--- src/anr_pkg.sv ---
package anr_pkg;

  // management register addresses
  localparam logic [4:0] ANR_REG_ADV = 5'h04;
  localparam logic [4:0] ANR_REG_LPA = 5'h05;

  // advertisement word field positions
  localparam int ANR_ADV_NP = 15;
  localparam int ANR_ADV_RSV14 = 14;
  localparam int ANR_ADV_RF = 13;
  localparam int ANR_ADV_RSV12 = 12;
  localparam int ANR_ADV_ASYM = 11;
  localparam int ANR_ADV_PAUSE = 10;
  localparam int ANR_ADV_T4 = 9;
  localparam int ANR_ADV_CAP_HI = 8;
  localparam int ANR_ADV_CAP_LO = 5;

  // partner word field positions
  localparam int ANR_LPA_NP = 15;
  localparam int ANR_LPA_ACK = 14;
  localparam int ANR_LPA_RF = 13;
  localparam int ANR_LPA_ASYM = 11;
  localparam int ANR_LPA_PAUSE = 10;

  // capability nibble positions within bits 8:5
  localparam int ANR_CAP_FAST_FULL = 3;
  localparam int ANR_CAP_FAST_HALF = 2;
  localparam int ANR_CAP_SLOW_FULL = 1;
  localparam int ANR_CAP_SLOW_HALF = 0;

  // reset and fixed values
  localparam logic ANR_NP_VAL = 1'b0;
  localparam logic ANR_T4_VAL = 1'b0;
  localparam logic ANR_RF_RST = 1'b0;
  localparam logic ANR_ASYM_RST = 1'b0;
  localparam logic ANR_PAUSE_RST = 1'b1;
  localparam logic [3:0] ANR_CAP_RST = 4'hF;
  localparam logic [4:0] ANR_SELECTOR = 5'h01;
  localparam logic [15:0] ANR_LPA_RST = 16'h0001;
  // bit 12 of the received page is reserved and never stored
  localparam logic [15:0] ANR_LPA_MASK = 16'hEFFF;

  // management frame layout
  localparam logic [1:0] ANR_MF_START = 2'b01;
  localparam logic [1:0] ANR_MF_OP_RD = 2'b10;
  localparam logic [1:0] ANR_MF_OP_WR = 2'b01;
  localparam logic [5:0] ANR_PREAMBLE_MIN = 6'h20;
  localparam logic [4:0] ANR_HDR_REST = 5'h0C;
  localparam logic [4:0] ANR_DATA_LAST = 5'h0F;

  typedef enum logic [2:0] {
    ANR_MS_IDLE,
    ANR_MS_HDR,
    ANR_MS_TA1,
    ANR_MS_TA2,
    ANR_MS_DATA
  } anr_mstate_t;

  function automatic logic anr_mapped(input logic [4:0] addr);
    anr_mapped = (addr == ANR_REG_ADV) || (addr == ANR_REG_LPA);
  endfunction

endpackage

--- src/anr_ability_regs.sv ---
`timescale 1ns/1ps
// Notes on behaviour
// - advertisement bit 15 is a read-only next-page flag held at a fixed value of 0.
// - advertisement bit 13 is written by management to signal a local fault to the partner.
// - advertisement bits 11:10 code the pause ability, bit 11 writable and reset to 0.
// - advertisement bit 10 is writable and takes the pause strap level when reset is released.
// - advertisement bit 9 always reads 0 so four-pair operation is never offered.
// - advertisement bits 8:5 are writable capability flags that reset to 1.
// - the final speed and duplex combine bits 8:6 with the speed and duplex straps.
// - advertisement bits 4:0 always read the selector code 00001b.
// - partner bit 15 reports partner next-page ability and resets to 0.
// - partner bit 14 reports the partner acknowledge and resets to 0.
// - partner bit 13 reports the partner remote fault and resets to 0.
// - partner bit 11 reports the partner asymmetric pause direction and resets to 0.
// - partner bit 10 reports partner pause ability, resets to 0 and takes the pause strap when reset is released.
// - partner bits 9 to 5 report the partner technology abilities and reset to 0.
// - the remote fault status latches on partner bit 13 and clears on a status read once stored partner bit 13 is 0.
module anr_ability_regs
  import anr_pkg::*;
(
  input wire logic CLK,
  input wire logic SRST,
  input wire logic MDC,
  input wire logic MDIO_I,
  output logic MDIO_O,
  output logic MDIO_OE,
  input wire logic [4:0] PHY_ADDR,
  input wire logic FLOW_CTL_STRAP,
  input wire logic SPEED_STRAP,
  input wire logic DUPLEX_STRAP,
  input wire logic PAGE_RX_VALID,
  input wire logic [15:0] PAGE_RX_WORD,
  input wire logic STATUS_READ,
  output logic [15:0] ADV_WORD,
  output logic REMOTE_FAULT_STATUS,
  output logic SPEED_100,
  output logic FULL_DUPLEX
);

  logic mdc_s;
  logic mdio_s;
  logic flow_ctl_strap_s;
  logic speed_strap_s;
  logic duplex_strap_s;
  logic mdc_d1_q;
  logic mdc_rise;

  anr_sync #(.WIDTH(5)) u_sync (
    .clk(CLK),
    .d({MDC, MDIO_I, FLOW_CTL_STRAP, SPEED_STRAP, DUPLEX_STRAP}),
    .q({mdc_s, mdio_s, flow_ctl_strap_s, speed_strap_s, duplex_strap_s})
  );

  always_ff @(posedge CLK) begin
    if (SRST) begin
      // reset high so a clock left high through reset gives no false rise
      mdc_d1_q <= 1'b1;
    end else begin
      mdc_d1_q <= mdc_s;
    end
  end

  assign mdc_rise = mdc_s & ~mdc_d1_q;

  // ---------------- management frame engine ----------------
  anr_mstate_t state_q;
  logic [5:0] pre_cnt_q;
  logic pre_ok_q;
  logic [13:0] hdr_q;
  logic [13:0] hdr_next;
  logic [4:0] cnt_q;
  logic [15:0] sh_q;
  logic rd_q;
  logic hit_q;
  logic [4:0] reg_addr_q;
  logic wr_stb_q;
  logic [15:0] wr_data_q;
  logic [15:0] rd_data;

  assign hdr_next = {hdr_q[12:0], mdio_s};

  // preamble suppression is allowed only after one full preamble since reset
  always_ff @(posedge CLK) begin
    if (SRST) begin
      pre_cnt_q <= 6'h00;
      pre_ok_q <= 1'b0;
    end else if (mdc_rise && state_q == ANR_MS_IDLE) begin
      if (mdio_s) begin
        if (pre_cnt_q != ANR_PREAMBLE_MIN) begin
          pre_cnt_q <= pre_cnt_q + 6'h01;
        end
        if (pre_cnt_q == ANR_PREAMBLE_MIN - 6'h01) begin
          pre_ok_q <= 1'b1;
        end
      end else begin
        pre_cnt_q <= 6'h00;
      end
    end
  end

  always_ff @(posedge CLK) begin
    if (SRST) begin
      state_q <= ANR_MS_IDLE;
      hdr_q <= 14'h0000;
      cnt_q <= 5'h00;
      sh_q <= 16'h0000;
      rd_q <= 1'b0;
      hit_q <= 1'b0;
      reg_addr_q <= 5'h00;
      wr_stb_q <= 1'b0;
      wr_data_q <= 16'h0000;
      MDIO_O <= 1'b0;
      MDIO_OE <= 1'b0;
    end else begin
      wr_stb_q <= 1'b0;
      if (mdc_rise) begin
        case (state_q)
          ANR_MS_IDLE: begin
            // a zero after the idle ones is the first start bit
            if (!mdio_s && pre_ok_q) begin
              hdr_q <= 14'h0000;
              cnt_q <= ANR_HDR_REST;
              state_q <= ANR_MS_HDR;
            end
          end
          ANR_MS_HDR: begin
            hdr_q <= hdr_next;
            if (cnt_q == 5'h00) begin
              rd_q <= (hdr_next[11:10] == ANR_MF_OP_RD);
              hit_q <= (hdr_next[13:12] == ANR_MF_START) &&
                       ((hdr_next[11:10] == ANR_MF_OP_RD) ||
                        (hdr_next[11:10] == ANR_MF_OP_WR)) &&
                       (hdr_next[9:5] == PHY_ADDR) &&
                       anr_mapped(hdr_next[4:0]);
              reg_addr_q <= hdr_next[4:0];
              state_q <= ANR_MS_TA1;
            end else begin
              cnt_q <= cnt_q - 5'h01;
            end
          end
          ANR_MS_TA1: begin
            // first turnaround bit stays released, second is driven low
            state_q <= ANR_MS_TA2;
            if (rd_q && hit_q) begin
              MDIO_OE <= 1'b1;
              MDIO_O <= 1'b0;
            end
          end
          ANR_MS_TA2: begin
            state_q <= ANR_MS_DATA;
            cnt_q <= ANR_DATA_LAST;
            if (rd_q && hit_q) begin
              MDIO_O <= rd_data[15];
              sh_q <= {rd_data[14:0], 1'b0};
            end else begin
              sh_q <= 16'h0000;
            end
          end
          ANR_MS_DATA: begin
            if (rd_q) begin
              MDIO_O <= sh_q[15];
              sh_q <= {sh_q[14:0], 1'b0};
            end else begin
              sh_q <= {sh_q[14:0], mdio_s};
            end
            if (cnt_q == 5'h00) begin
              state_q <= ANR_MS_IDLE;
              MDIO_OE <= 1'b0;
              MDIO_O <= 1'b0;
              if (!rd_q && hit_q) begin
                wr_stb_q <= 1'b1;
                wr_data_q <= {sh_q[14:0], mdio_s};
              end
            end else begin
              cnt_q <= cnt_q - 5'h01;
            end
          end
          default: begin
            state_q <= ANR_MS_IDLE;
            MDIO_OE <= 1'b0;
          end
        endcase
      end
    end
  end

  // ---------------- local advertisement ----------------
  logic rf_q;
  logic asym_q;
  logic pause_q;
  logic [3:0] cap_q;
  logic strap_pend_q;
  logic adv_wr;

  assign adv_wr = wr_stb_q && (reg_addr_q == ANR_REG_ADV);

  // one cycle after reset release the synchronised flow control strap is sampled
  always_ff @(posedge CLK) begin
    if (SRST) begin
      strap_pend_q <= 1'b1;
    end else begin
      strap_pend_q <= 1'b0;
    end
  end

  always_ff @(posedge CLK) begin
    if (SRST) begin
      rf_q <= ANR_RF_RST;
    end else if (adv_wr) begin
      rf_q <= wr_data_q[ANR_ADV_RF];
    end
  end

  always_ff @(posedge CLK) begin
    if (SRST) begin
      asym_q <= ANR_ASYM_RST;
    end else if (adv_wr) begin
      asym_q <= wr_data_q[ANR_ADV_ASYM];
    end
  end

  always_ff @(posedge CLK) begin
    if (SRST) begin
      pause_q <= ANR_PAUSE_RST;
    end else if (strap_pend_q) begin
      pause_q <= flow_ctl_strap_s;
    end else if (adv_wr) begin
      pause_q <= wr_data_q[ANR_ADV_PAUSE];
    end
  end

  always_ff @(posedge CLK) begin
    if (SRST) begin
      cap_q <= ANR_CAP_RST;
    end else if (adv_wr) begin
      cap_q <= wr_data_q[ANR_ADV_CAP_HI:ANR_ADV_CAP_LO];
    end
  end

  // read-only and reserved bits come from constants, never from writes
  assign ADV_WORD = {ANR_NP_VAL,
                     1'b0,
                     rf_q,
                     1'b0,
                     asym_q,
                     pause_q,
                     ANR_T4_VAL,
                     cap_q,
                     ANR_SELECTOR};

  // ---------------- link partner ability ----------------
  logic [15:0] lpa_q;

  always_ff @(posedge CLK) begin
    if (SRST) begin
      lpa_q <= ANR_LPA_RST;
    end else if (PAGE_RX_VALID) begin
      lpa_q <= PAGE_RX_WORD & ANR_LPA_MASK;
    end else if (strap_pend_q) begin
      lpa_q[ANR_LPA_PAUSE] <= flow_ctl_strap_s;
    end
  end

  // register reads; the partner word ignores management writes
  always_comb begin
    rd_data = 16'h0000;
    case (reg_addr_q)
      ANR_REG_ADV: rd_data = ADV_WORD;
      ANR_REG_LPA: rd_data = lpa_q;
      default: rd_data = 16'h0000;
    endcase
  end

  // ---------------- fault latch and resolved mode ----------------
  // a new fault in the clearing cycle keeps the flag set
  always_ff @(posedge CLK) begin
    if (SRST) begin
      REMOTE_FAULT_STATUS <= 1'b0;
    end else begin
      REMOTE_FAULT_STATUS <= lpa_q[ANR_LPA_RF] | (REMOTE_FAULT_STATUS & ~STATUS_READ);
    end
  end

  always_ff @(posedge CLK) begin
    if (SRST) begin
      SPEED_100 <= 1'b0;
      FULL_DUPLEX <= 1'b0;
    end else begin
      SPEED_100 <= speed_strap_s &
                   (cap_q[ANR_CAP_FAST_FULL] | cap_q[ANR_CAP_FAST_HALF]);
      FULL_DUPLEX <= duplex_strap_s &
                     ((speed_strap_s &
                       (cap_q[ANR_CAP_FAST_FULL] | cap_q[ANR_CAP_FAST_HALF])) ?
                      cap_q[ANR_CAP_FAST_FULL] : cap_q[ANR_CAP_SLOW_FULL]);
    end
  end

endmodule // anr_ability_regs

--- src/anr_sync.sv ---
`timescale 1ns/1ps
module anr_sync #(
  parameter int WIDTH = 1
) (
  input wire logic clk,
  input wire logic [WIDTH-1:0] d,
  output logic [WIDTH-1:0] q
);

  logic [WIDTH-1:0] meta_q;

  // first stage feeds only the second stage
  always_ff @(posedge clk) begin
    meta_q <= d;
    q <= meta_q;
  end

endmodule // anr_sync

--- config.mk ---
export PLATFORM = sky130hd
export DESIGN_NAME = anr_ability_regs
export DESIGN_NICKNAME = d
export VERILOG_FILES = /design/src/anr_pkg.sv /design/src/anr_ability_regs.sv /design/src/anr_sync.sv
export SDC_FILE = /design/constraint.sdc
export NUM_CORES = 1
export LEC_CHECK = 0
export BUFFER_PORTS_ARGS = -buffer_cell sky130_fd_sc_hd__clkbuf_2
export CORE_ASPECT_RATIO = 2
export CORE_UTILIZATION = 52
export DETAILED_ROUTE_END_ITERATION = 8
export PLACE_DENSITY = 0.75
export SKIP_LAST_GASP = 1
export SLEW_MARGIN = 20
export SYNTH_ARGS = -nofsm -noshare
export SYNTH_HDL_FRONTEND = slang
export SYNTH_SLANG_ARGS = --single-unit
--- constraint.sdc ---
create_clock -name CLK -period 2.1 [get_ports CLK]
set_clock_uncertainty 0.2 [all_clocks]
set_input_delay 0.42 -clock CLK [delete_from_list [all_inputs] [get_ports CLK]]
set_output_delay 0.42 -clock CLK [all_outputs]
set_load 0.05 [all_outputs]
**After elaboration in Yosys (flattened, before gate mapping)**

Index checks and enable logic that the tools add are counted.
W data, S select, Z words.

- Bits of input ports: 30
- Logic and storage cells: 125
- Register bits after elaboration: 105
- Output and inout port bits: 21

- Reduce and logical (&&, ||, !) cells: 33
- Mux-type cells: 30
- Bitwise gates (word level): 12
- Add/sub/neg operators: 2
- Eq/ne operators: 22

Operator list:

| kind | count |
|---|---|
| $pmux W16 S2 | 2 |
| $pmux W13 S2 | 1 |
| $eq A5 B3 Y1 const B | 4 |
| $mux W16 | 1 |
| $reduce_and A4 Y1 | 4 |
| $pmux W3 S5 | 1 |
| $pmux W5 S3 | 1 |
| $mux W1 | 14 |
| $mux W13 | 1 |
| $mux W6 | 2 |
| $ne A2 B2 Y1 const B | 6 |
| $mux W5 | 2 |
| $mux W3 | 3 |
| $reduce_and A3 Y1 | 3 |
| $logic_and A1 B1 Y1 | 8 |
| $reduce_bool A2 Y1 | 4 |
| $add A6 B1 Y6 const B | 1 |
| $eq A3 B2 Y1 const B | 2 |
| $eq A6 B5 Y1 const B | 1 |
| $ne A6 B6 Y1 const B | 1 |
| $not A1 Y1 | 6 |
| $pmux W1 S3 | 2 |
| $reduce_bool A3 Y1 | 2 |
| $eq A5 B5 Y1 | 1 |
| other kinds (18) | 26 |

**Longest topological paths before layout**

Gate-level depths: netlist of the first run.

- Depth in word-level cells: 5
- Depth in mapped cells: 7
- Depth with buffers taken out: 6

**Modules after synthesis**

Synthesis of the first run repeated with hierarchy kept, for this count alone.

- Cell total of the unflattened synthesis: 467
- Area, all modules: 4224.1 um2

Modules (own cells, without submodules):

| module | sequential area each (um2) | instances | cells an instance | area an instance (um2) |
|---|---|---|---|---|
| anr_ability_regs | 1761.7 | 1 | 457 | 4023.9 |
| anr_sync | 200.2 | 1 | 10 | 200.2 |

**Worst setup path before layout of the first run**

OpenSTA, ideal clock, no wires.

- Kind: register -> register
- Start point: register reg_addr_q[1]
- End point: register pause_q
- Setup slack: 0.040 ns
- Required time: 1.786 ns
- Stages on the path, launching flop included: 6
- Clock period less this slack: 2.060 ns
- Data arrival time: 1.746 ns
- Path buffers: 1
- Cell sequence: dfxtp_1 or4b_4 or3_1 buf_6 a211o_1 a21o_1

- Cells in the longest elaborated chain, start to end: 3

Ends and longest elaborated chain:

| what | RTL line | text |
|---|---|---|
| start: declaration | anr_ability_regs.sv:75 | `logic [4:0] reg_addr_q;` |
| start signal: assignment | anr_ability_regs.sv:135 | `reg_addr_q <= hdr_next[4:0];` |
| $eq A5 B3 Y1 | anr_ability_regs.sv:195 | `assign adv_wr = wr_stb_q && (reg_addr_q == ANR_REG_ADV);` |
| $logic_and A1 B1 Y1 | anr_ability_regs.sv:195 |  |
| $reduce_bool A2 Y1 (no source line) | -- |  |
| end signal: assignment | anr_ability_regs.sv:226 | `pause_q <= flow_ctl_strap_s;` |
| end signal: assignment | anr_ability_regs.sv:228 | `pause_q <= wr_data_q[ANR_ADV_PAUSE];` |
| end: declaration | anr_ability_regs.sv:190 | `logic pause_q;` |

Every way passes these cells.
A chain may end at the register's enable or synchronous reset.

**Worst setup path after layout of the first run**

- Start point: register cnt_q[1]
- End point: register cnt_q[1]

- Cells in the longest elaborated chain, start to end: 3
- Elaborated cells between the ends (all ways): 6

Ends and longest elaborated chain:

| what | RTL line | text |
|---|---|---|
| start: declaration | anr_ability_regs.sv:71 | `logic [4:0] cnt_q;` |
| start signal: assignment | anr_ability_regs.sv:138 | `cnt_q <= cnt_q - 5'h01;` |
| start signal: assignment | anr_ability_regs.sv:175 | `cnt_q <= cnt_q - 5'h01;` |
| $sub A5 B1 Y5 or $logic_not A5 Y1 (tied branches) | -- |  |
| $mux W5 or $ne A2 B2 Y1 (tied branches) | -- |  |
| $pmux W5 S3 or $reduce_and A4 Y1 (tied branches) | -- |  |

Parallel ways exist; a longest one is shown, timed or not. The select of a mux whose other input is x is not followed.

==> impl_metrics.env, run 1 <==
export IMPL_synth_top_area_cell="dfxtp_1"
export IMPL_arrival_ps=2100
export IMPL_cts_htree_levels=3
export IMPL_tns_ps=0
export IMPL_crit_path_max_fanout=4
export IMPL_synthFlopType="dfxtp_1"
export IMPL_synth_edf_count=0
export IMPL_ys_ff_latch=98
export IMPL_endpoint_kind="flip-flop"
export IMPL_required_ps=2130
export IMPL_muxShareOfSynthArea_pct=10.9
export IMPL_routedWlPerCell_um=16.3
export IMPL_utilization_pct=63.5
export IMPL_drive_gt1_share_pct=21.5
export IMPL_die_x_um=65.7
export IMPL_critPathBufInv=1
export IMPL_synthToLayoutAreaGrowth_pct=18.5
export IMPL_synth_simple_gate_area_share_pct=19.0
export IMPL_synthAdderAreaFrac_pct=1.18
export IMPL_drtAntennaViolNets=0
export IMPL_dp_hpwl_mm=7.11
export IMPL_hp_class="in2reg"
export IMPL_crit_path_start="cnt_q[1]$_SDFFE_PP0P_"
export IMPL_die_h_um=129
export IMPL_drc_errors=0
export IMPL_core_um2=7890
export IMPL_reg2regPathDepth=6
export IMPL_regToRegSetupSlack_ps=30
export IMPL_clk_pin_slew_ps=60
export IMPL_power_density_nw_per_um2=744
export IMPL_setup_viol=0
export IMPL_fmax_ghz=0.484
export IMPL_vias=3543
export IMPL_cp_cell_sequence="inv_1 > ha_1 > or4b_1 > o21ai_1 > a31oi_2 > mux2_2"
export IMPL_place_gp_congestion=0.835
export IMPL_synth_compound_area_share_pct=13.8
export IMPL_drt_total_wl_mm=10.0
export IMPL_viasPerCell=5.74
export IMPL_cp_endpoint="cnt_q[1]$_SDFFE_PP0P_"
export IMPL_reg2reg_to="cnt_q[1]$_SDFFE_PP0P_"
export IMPL_cp_start_kind="flip-flop"
export IMPL_tritoncts="done"
export IMPL_diodes=0
export IMPL_regArea_um2=1960
export IMPL_fin_area_um2=5010
export IMPL_ys_seq_area_share_pct=46.4
export IMPL_crit_family="simple AND/OR/NAND/NOR gates"
export IMPL_yosysTopAreaCellShare_pct=46.4
export IMPL_rsz0062_at_grt="yes"
export IMPL_first_iter_violations=233
export IMPL_ys_warn_count=0
export IMPL_synth_xor_area_share_pct=2.07
export IMPL_synthArstFlopShare_pct=0
export IMPL_grt_max_degree=62
export IMPL_fillers=661
export IMPL_initial_core_util_pct=53.6
export IMPL_antenna_found_initial=0
export IMPL_cts_buffer_depth=2
export IMPL_cts_buffers=9
export IMPL_worst_path_max_delay_cell="or4b_1"
export IMPL_die_area_um2=8510
export IMPL_cap_violations=0
export IMPL_clkLatencyLatePin_ps=340
export IMPL_syn_inst=462
export IMPL_portBuffers=40
export IMPL_synth_top_family_by_area="simple AND/OR/NAND/NOR gates"
export IMPL_nets=551
export IMPL_slew_violations=0
export IMPL_timing_slew_headroom_pct=63.3
export IMPL_ir_worst_vdd_v=0.000596
export IMPL_multi_input_area_um2=2040
export IMPL_status="completed"
export IMPL_boundaryPins=51
export IMPL_synth_top_cells_by_area="dfxtp_1 (46%), mux2i_1 (8.5%), nor2_1 (4.6%)"
export IMPL_track_usage_pct=25.0
export IMPL_criticalPathCategory="reg2reg"
export IMPL_r2r_start="cnt_q[1]$_SDFFE_PP0P_"
export IMPL_avgSynthCellArea_um2=9.14
export IMPL_max_stage_delay_ps=510
export IMPL_num_rows=46
export IMPL_tightest_slew_ps=550
export IMPL_grt_pass1_wl_mm=16.0
export IMPL_synth_cell_types=59
export IMPL_min_period_over_period_pct=98.5
export IMPL_clock_sinks=98
export IMPL_period_minus_slack_ps=2070
export IMPL_power_leakage_nw=2.07
export IMPL_synth_area_um2=4220
export IMPL_cp_num_cells=6
export IMPL_hold_violations=0
export IMPL_first_pass_iters=5
export IMPL_grt_pass1_vias=3461
export IMPL_place_area_um2=4640
export IMPL_overflow=0
export IMPL_cts_root_buf="clkbuf_16"
## routing by layer
layer  track usage (%)  vias to the layer above  routed length (µm)
met4              15.2                        0                 424
met2              46.3                       78                5690
met1              24.7                     1712                3660
met3              4.49                       28                 260
li1                  -                     1725                   -
met5                 0                        -                   0
## worst min path at each step
stage	cells after the start	startpoint	to	slack, ps
3_3_place_gp	0	u_sync.meta_q[4]$_DFF_P_	u_sync.q[4]$_DFF_P_	110
2_1_floorplan	0	u_sync.meta_q[0]$_DFF_P_	u_sync.q[0]$_DFF_P_	110
5_1_grt	3	PAGE_RX_WORD[0]	lpa_q[0]$_SDFFE_PP1P_	110
6_report	3	PAGE_RX_WORD[0]	lpa_q[0]$_SDFFE_PP1P_	90
3_5_place_dp	0	u_sync.meta_q[4]$_DFF_P_	u_sync.q[4]$_DFF_P_	120
4_1_cts	3	PAGE_RX_WORD[0]	lpa_q[0]$_SDFFE_PP1P_	90
## cells in the final DEF, fill, tap and decap left out, drive strengths merged, types with 2 or more instances in the layout
master and count:
o211a 3, a211o 2, nand2 39, o31ai 2, nor3 4, conb 9
xnor2 10, a221oi 6, inv 13, clkinv 3, dfxtp 98, a31oi 10
o21a 2, ha 4, mux2 9, o21ai 30, nand4 20, or2 2
a21o 2, a21oi 28, nor2 52, or3 2, buf 34, nand2b 4
nor3b 2, or4b 3, a31o 2, clkbuf 52, nand3 5, dlygate4sd3 5
nor2b 4, mux2i 36, nor4b 5, and3 2
## metrics by stage
step | total power [mW] | hold WS, ps | instances | setup WS, ps
6_report | 3.72 | 92.3 | 617 | 31.8
3_3_place_gp | 2.15 | 113 | 596 | 14.7
5_1_grt | 3.85 | 106 | 617 | -82.4
4_1_cts | 3.76 | 88.9 | 616 | 11.2
2_1_floorplan | 2.10 | 110 | 469 | 40.3
3_5_place_dp | 2.16 | 119 | 596 | -17.3
## cell usage after synthesis, drive strengths merged, types with 2 or more instances
library cell and count:
nor3 4, o31ai 2, mux2 9, a211o 2, a21o 2, or2 2, nand2 39, mux2i 36
inv 13, dfxtp 98, o21ai 30, a221oi 6, conb 2, a31o 2, clkbuf 21, nor2b 4
nor4b 5, or3 2, nand2b 4, o211a 3, nor2 52, buf 21, and3 2, ha 4
o21a 2, xnor2 10, nor3b 2, nand3 5, nand4 20, a31oi 10, or4b 3, a21oi 28
## cell families after synthesis
logic type / Yosys count
xor gates and xnor gates: 10
buffers and inverters: 56
other: 2
adders and majority gates: 4
and+or+nand+nor: 152
DFF: 98
AOI/OAI and AO/OA: 95
muxes: 45
## worst min-delay path: cells and delay by family
| family | cells | cell delay [ps] |
|---|---|---|
| simple gates | 1 | 60 |
| mux | 1 | 50 |
| buf+inv | 1 | 70 |
## layout make-up
| cell class | count | area share (%) |
|---|---|---|
| clock buffers | 12 | 4.92 |
| clock inverters | 3 | 0.800 |
| inverters | 14 | 1.05 |
| multi-input cells | 315 | 40.8 |
| flip-flops and latches | 98 | 39.2 |
| well taps | 96 | 2.40 |
| repair buffers | 79 | 10.8 |
## report_power, final
group          leakage (nW)  total (mW)  internal, mW  switching [mW]
Combinational          1.13       0.207        0.0771           0.130
Sequential            0.798        1.92          1.89          0.0222
Clock                 0.142        1.60         0.945           0.656
Total                  2.07        3.72          2.92           0.808
## state kept, by name, indices dropped and copies added, names as in the netlist, 3 cells and up
name           count
sh_q              16
lpa_q             15
hdr_q             13
wr_data_q          7
pre_cnt_q          6
cnt_q              5
reg_addr_q         5
u_sync.meta_q      5
u_sync.q           5
cap_q              4
state_q            3
## repair_timing
| action | CTS | global route |
|---|---|---|
| endpoints found under the hold margin | 5 | 0 |
| setup endpoints to repair | 1 | 22 |
| buffers inserted | 0 | 1 |
| pin swaps | 0 | 1 |
| resized for setup | 1 | 5 |
| hold buffers | 5 | 0 |
No activity file was read; power rests on OpenSTA's default activity.
==> run 2: changes to the inputs <==
ABC_AREA = 1   (was default)
RECOVER_POWER = 25   (was default)
==> run 2 against run 1 <==
  * Clock power barely moved
  * Sequential share of layout area increased by 0.77 points
  * Combinational power decreased by 8%
  * Largest power group unchanged
  * Synthesized cell count rose by 30%
  * Largest cell class unchanged
  * Worst setup slack gained 200 ps
  * Critical path depth fell by 2
  * Register-to-register slack gained 200 ps
  * Sequential power about the same
  * Count of clock-buffer cells in the layout shrank 2
==> impl_metrics.env, run 2 <==
export IMPL_vias=3817
export IMPL_synthArstFlopShare_pct=0
export IMPL_cts_htree_levels=3
export IMPL_drive_gt1_share_pct=14.0
export IMPL_drt_total_wl_mm=9.92
export IMPL_tritoncts="done"
export IMPL_routedWlPerCell_um=13.4
export IMPL_synthFlopType="dfxtp_1"
export IMPL_min_period_over_period_pct=88.8
export IMPL_portBuffers=40
export IMPL_hold_violations=0
export IMPL_layout_common_cells="nand2_1 (110), nor2_1 (102), dfxtp_1 (98)"
export IMPL_drc_errors=0
export IMPL_initial_core_util_pct=53.3
export IMPL_die_x_um=67.0
export IMPL_wl_met3_um=304
export IMPL_criticalPathCategory="reg2reg"
export IMPL_avgSynthCellArea_um2=7.33
export IMPL_clk_pin_slew_ps=70
export IMPL_postCtsSetupRepairBufs=0
export IMPL_die_h_um=132
export IMPL_cts_root_buf="clkbuf_16"
export IMPL_cp_start_kind="flip-flop"
export IMPL_power_density_nw_per_um2=758
export IMPL_nets=670
export IMPL_cts_buffer_depth=2
export IMPL_rsz0062_at_grt="no"
export IMPL_place_gp_congestion=0.879
export IMPL_fmax_ghz=0.536
export IMPL_power_total_mw=3.72
export IMPL_largest_reg_flops=16
export IMPL_final_common_cell="nand2_1"
export IMPL_first_pass_iters=4
export IMPL_period_minus_slack_ps=1870
export IMPL_regMostFlops="sh_q"
export IMPL_grt_pass1_vias=3766
export IMPL_status="completed"
export IMPL_diodes=0
export IMPL_met2RoutedLength_mm=5.43
export IMPL_grt_pass1_wl_mm=16.7
export IMPL_core_um2=8230
export IMPL_synth_area_um2=4390
export IMPL_synth_top_cells_by_area="dfxtp_1 (45%), nand2_1 (9.4%), nor2_1 (8.7%)"
export IMPL_required_ps=2170
export IMPL_cts_buffers=9
export IMPL_synth_cell_types=35
export IMPL_overflow=0
export IMPL_met1Wirelength_mm=3.68
export IMPL_cts_resized=0
export IMPL_endpoint_kind="flip-flop"
export IMPL_power_leakage_nw=2.19
export IMPL_synth_top_area_cell="dfxtp_1"
export IMPL_synth_edf_count=0
export IMPL_setup_viol=0
export IMPL_tightest_slew_ps=811
export IMPL_crit_path_max_fanout=16
export IMPL_ys_ff_latch=98
export IMPL_syn_inst=599
export IMPL_tns_ps=0
export IMPL_viasPerCell=5.17
export IMPL_top_regs="sh_q: 16 flops, lpa_q: 15 flops, hdr_q: 13 flops"
export IMPL_timing_slew_headroom_pct=45.9
export IMPL_boundaryPins=51
export IMPL_ir_worst_vdd_v=0.000474
export IMPL_dp_hpwl_mm=7.26
export IMPL_yosysTopAreaCellShare_pct=44.7
export IMPL_die_area_um2=8840
export IMPL_grt_max_degree=45
export IMPL_synth_most_common_cell="nand2_1"
export IMPL_ys_seq_area_share_pct=44.7
export IMPL_clkLatencyLatePin_ps=340
export IMPL_antenna_found_initial=0
export IMPL_hp_class="in2reg"
export IMPL_cap_violations=0
export IMPL_slew_violations=0
export IMPL_ys_warn_count=0
export IMPL_highest_layer="met4"
export IMPL_track_usage_pct=24.7
export IMPL_synthToLayoutAreaGrowth_pct=11.7
export IMPL_num_rows=47
export IMPL_drtAntennaViolNets=0
export IMPL_ys_top_cells_by_count="nand2_1 (110), nor2_1 (102), dfxtp_1 (98)"
export IMPL_postCtsHoldBufs=5
export IMPL_clock_sinks=98
export IMPL_first_iter_violations=303
export IMPL_arrival_ps=1940
[run 2: cell types whose count changed in the layout (fill, tap and decap cells not counted), moves of 7 or more]
cell,change
a21oi_1,+26
a31oi_1,-8
buf_4,-28
inv_1,+41
mux2_2,-9
mux2i_1,-36
nand2_1,+71
nand3_1,+35
nand4_1,-14
nor2_1,+50
o21ai_1,+17
xnor2_1,-9
xor2_1,+7
[run 2: worst paths after layout]
kind,endpoint,slack (ps),startpoint,depth (start not counted)
hold reg to reg,u_sync.q[0]$_DFF_P_,130,u_sync.meta_q[0]$_DFF_P_,0
hold / removal,lpa_q[0]$_SDFFE_PP1P_,100,PAGE_RX_WORD[0],3
setup reg to reg,reg_addr_q[3]$_SDFFE_PP0P_,230,state_q[0]$_SDFFE_PP0P_,4
setup / recovery,reg_addr_q[3]$_SDFFE_PP0P_,230,state_q[0]$_SDFFE_PP0P_,4
[run 2: logic make-up after synthesis]
logic type      share of synthesized area, %
flops                                   44.7
other cells                            0.171
simple gates                            29.0
xor+xnor                                1.60
fa+ha+maj                               1.14
compound gates                          12.8
buf+inv                                 10.7
[run 2: stage by stage]
stage	util [%]	cells	area [µm²]	hold slack (ps)	setup slack, ps
after floorplan	-	606	4420	110	517
after global placement	55.6	718	4570	113	307
final	59.6	739	4910	95.3	235
after CTS	59.8	739	4920	91.8	239
after global routing	59.6	739	4910	90.2	58.0
after detailed placement	55.6	718	4570	114	246
[run 2: critical path, stage by stage, from the launching register on]
cell	delay [ps]
dfxtp_1	580
nand3_4	270
nor3_4	460
o21ai_0	160
a21oi_1	130
[run 2: power breakdown]
| part | internal, mW | leakage, nW | switching (mW) |
|---|---|---|---|
| clock network | 0.925 | 0.135 | 0.685 |
| registers | 1.90 | 0.799 | 0.0237 |
| logic | 0.0565 | 1.26 | 0.133 |
| total | 2.88 | 2.19 | 0.842 |
[run 2: layout make-up]
type / count / area (µm²)
Clock inverter: 6 / 66.3
Timing Repair Buffer: 52 / 302
Clock buffer: 10 / 229
Sequential cell: 98 / 1960
Inverter: 62 / 238
Tap cell: 98 / 123
Multi-Input combinational cell: 413 / 1990
Fill cell: 768 / 3330
[run 2: routing by layer]
metal | track usage (%) | vias up
met5 | 0 | -
met4 | 14.4 | 0
met3 | 3.89 | 26
met2 | 44.1 | 81
met1 | 25.9 | 1754
li1 | - | 1956
==> run 3: changes to the inputs <==
CORE_ASPECT_RATIO = 1.4   (was 2)
==> run 3 against run 2 <==
  * Final cell count up 0.41%
  * Final area down 0.36%
  * Fmax up 0.74%
  * Critical path depth up 3
  * First-iteration DRC count down 29%
  * Sequential share of layout area up 0.14 points
  * Global-route usage down 2.6 points
  * Wire length down 10%
  * Largest power group unchanged
==> impl_metrics.env, run 3 (same netlist as run 2, synthesis figures left out) <==
export IMPL_core_um2=8200
export IMPL_cap_violations=0
export IMPL_criticalPathCategory="reg2reg"
export IMPL_tns_ps=0
export IMPL_drtAntennaViolNets=0
export IMPL_portBuffers=40
export IMPL_setup_viol=0
export IMPL_initial_core_util_pct=53.6
export IMPL_grt_max_degree=30
export IMPL_clk_pin_slew_ps=70
export IMPL_ir_worst_vdd_v=0.000779
export IMPL_period_minus_slack_ps=1850
export IMPL_cp_start_kind="flip-flop"
export IMPL_synthToLayoutAreaGrowth_pct=11.3
export IMPL_max_stage_delay_ps=320
export IMPL_routedWlPerCell_um=12.0
export IMPL_diodes=0
export IMPL_fmax_ghz=0.540
export IMPL_slew_violations=0
export IMPL_track_usage_pct=22.1
export IMPL_boundaryPins=51
export IMPL_required_ps=2140
export IMPL_fin_hold_ws_ps=77.7
export IMPL_hp_class="in2reg"
export IMPL_min_period_over_period_pct=88.2
export IMPL_cp_common_cell="nand2_1"
export IMPL_cts_resized=0
export IMPL_endpoint_kind="flip-flop"
export IMPL_num_rows=39
export IMPL_met1Wirelength_mm=3.84
export IMPL_die_h_um=111
export IMPL_drive_gt1_share_pct=14.5
export IMPL_dp_hpwl_mm=6.22
export IMPL_top_regs="sh_q: 16 flops, lpa_q: 15 flops, hdr_q: 13 flops"
export IMPL_arrival_ps=1890
export IMPL_grt_pass1_wl_mm=15.3
export IMPL_cts_buffer_depth=2
export IMPL_highest_layer="met4"
export IMPL_timing_slew_headroom_pct=60.6
export IMPL_power_density_nw_per_um2=754
export IMPL_vias=3743
export IMPL_cts_htree_levels=3
export IMPL_clock_sinks=98
export IMPL_cts_root_buf="clkbuf_16"
export IMPL_clkLatencyLatePin_ps=350
export IMPL_place_gp_congestion=0.849
export IMPL_die_area_um2=8820
export IMPL_status="completed"
export IMPL_nets=669
export IMPL_layout_common_cells="nand2_1 (110), nor2_1 (102), dfxtp_1 (98)"
export IMPL_drc_errors=0
export IMPL_tritoncts="done"
export IMPL_crit_path_max_fanout=8
export IMPL_cp_cell_sequence="inv_1 > ha_1 > nand3_2 > nor2_4 > nand2_1 > nand2_1 > a21oi_1"
export IMPL_tightest_slew_ps=591
export IMPL_met2RoutedLength_mm=4.47
export IMPL_antenna_found_initial=0
export IMPL_cts_buffers=9
export IMPL_final_common_cell="nand2_1"
export IMPL_viasPerCell=5.04
export IMPL_die_x_um=79.7
export IMPL_first_pass_iters=6
export IMPL_drt_total_wl_mm=8.89
export IMPL_worst_path_max_delay_cell="dfxtp_1"
export IMPL_rsz0062_at_grt="no"
export IMPL_first_iter_violations=214
export IMPL_overflow=0
export IMPL_wl_met3_um=387
export IMPL_largest_reg_flops=16
export IMPL_power_leakage_nw=2.20
export IMPL_grt_pass1_vias=3541
export IMPL_hold_violations=0
export IMPL_power_total_mw=3.68
export IMPL_regMostFlops="sh_q"
run 3: cell types whose count changed in the layout (fill, tap and decap cells not counted), sizes merged:
cell	change
inv	+2
clkinv	+2
bufinv	-1
clkinvlp	-2
clkbuf	-2
run 3: stage by stage:
step	std cells	utilization (%)	setup slack, ps	cell area [µm²]
floorplan	606	-	517	4420
global placement	721	55.6	320	4560
detailed placement	721	55.6	243	4560
CTS	742	59.7	240	4900
global route	742	59.6	13.7	4890
finish	742	59.6	248	4890
run 3: path summary, 6_finish.rpt:
path	slack, ps	endpoint	cells past startpoint	from
worst min-delay path	80	lpa_q[0]$_SDFFE_PP1P_	3	PAGE_RX_WORD[0]
worst max-delay path	250	wr_data_q[7]$_SDFFE_PP0P_	7	cnt_q[0]$_SDFFE_PP0P_
worst max register to register	250	wr_data_q[7]$_SDFFE_PP0P_	7	cnt_q[0]$_SDFFE_PP0P_
worst min register to register	130	u_sync.q[4]$_DFF_P_	0	u_sync.meta_q[4]$_DFF_P_
run 3: worst max-delay path: cells and delay by family (launching register included):
family	cells	cell delay (ps)
AO/OA/AOI/OAI	1	60
flip-flops	1	320
adder cells (fa/ha/maj)	1	230
AND/OR/NAND/NOR	4	830
buffers and inverters	1	90
run 3: timing repair:
item                                   4_1_cts  5_1_grt
setup endpoints to repair                    0        0
hold buffers                                 5        0
endpoints found under the hold margin        5        0
buffers inserted                             0        0
run 3: final cells by class:
class | count | area [µm²]
Timing Repair Buffer | 51 | 288
Sequential cell | 98 | 1960
Clock inverter | 7 | 61.3
Tap cell | 102 | 128
Multi-Input combinational cell | 413 | 1990
Inverter | 62 | 238
Clock buffer | 9 | 225
Fill cell | 759 | 3310
run 3: where the power goes:
part,internal (mW),switching [mW]
Combinational,0.0552,0.127
Clock,0.826,0.761
Sequential,1.90,0.0194
run 3: metal layers:
metal | vias to the layer above | GRT usage (%)
met5 | - | 0
met4 | 0 | 9.70
met1 | 1686 | 25.7
met2 | 75 | 37.9
met3 | 13 | 4.86
li1 | 1969 | -
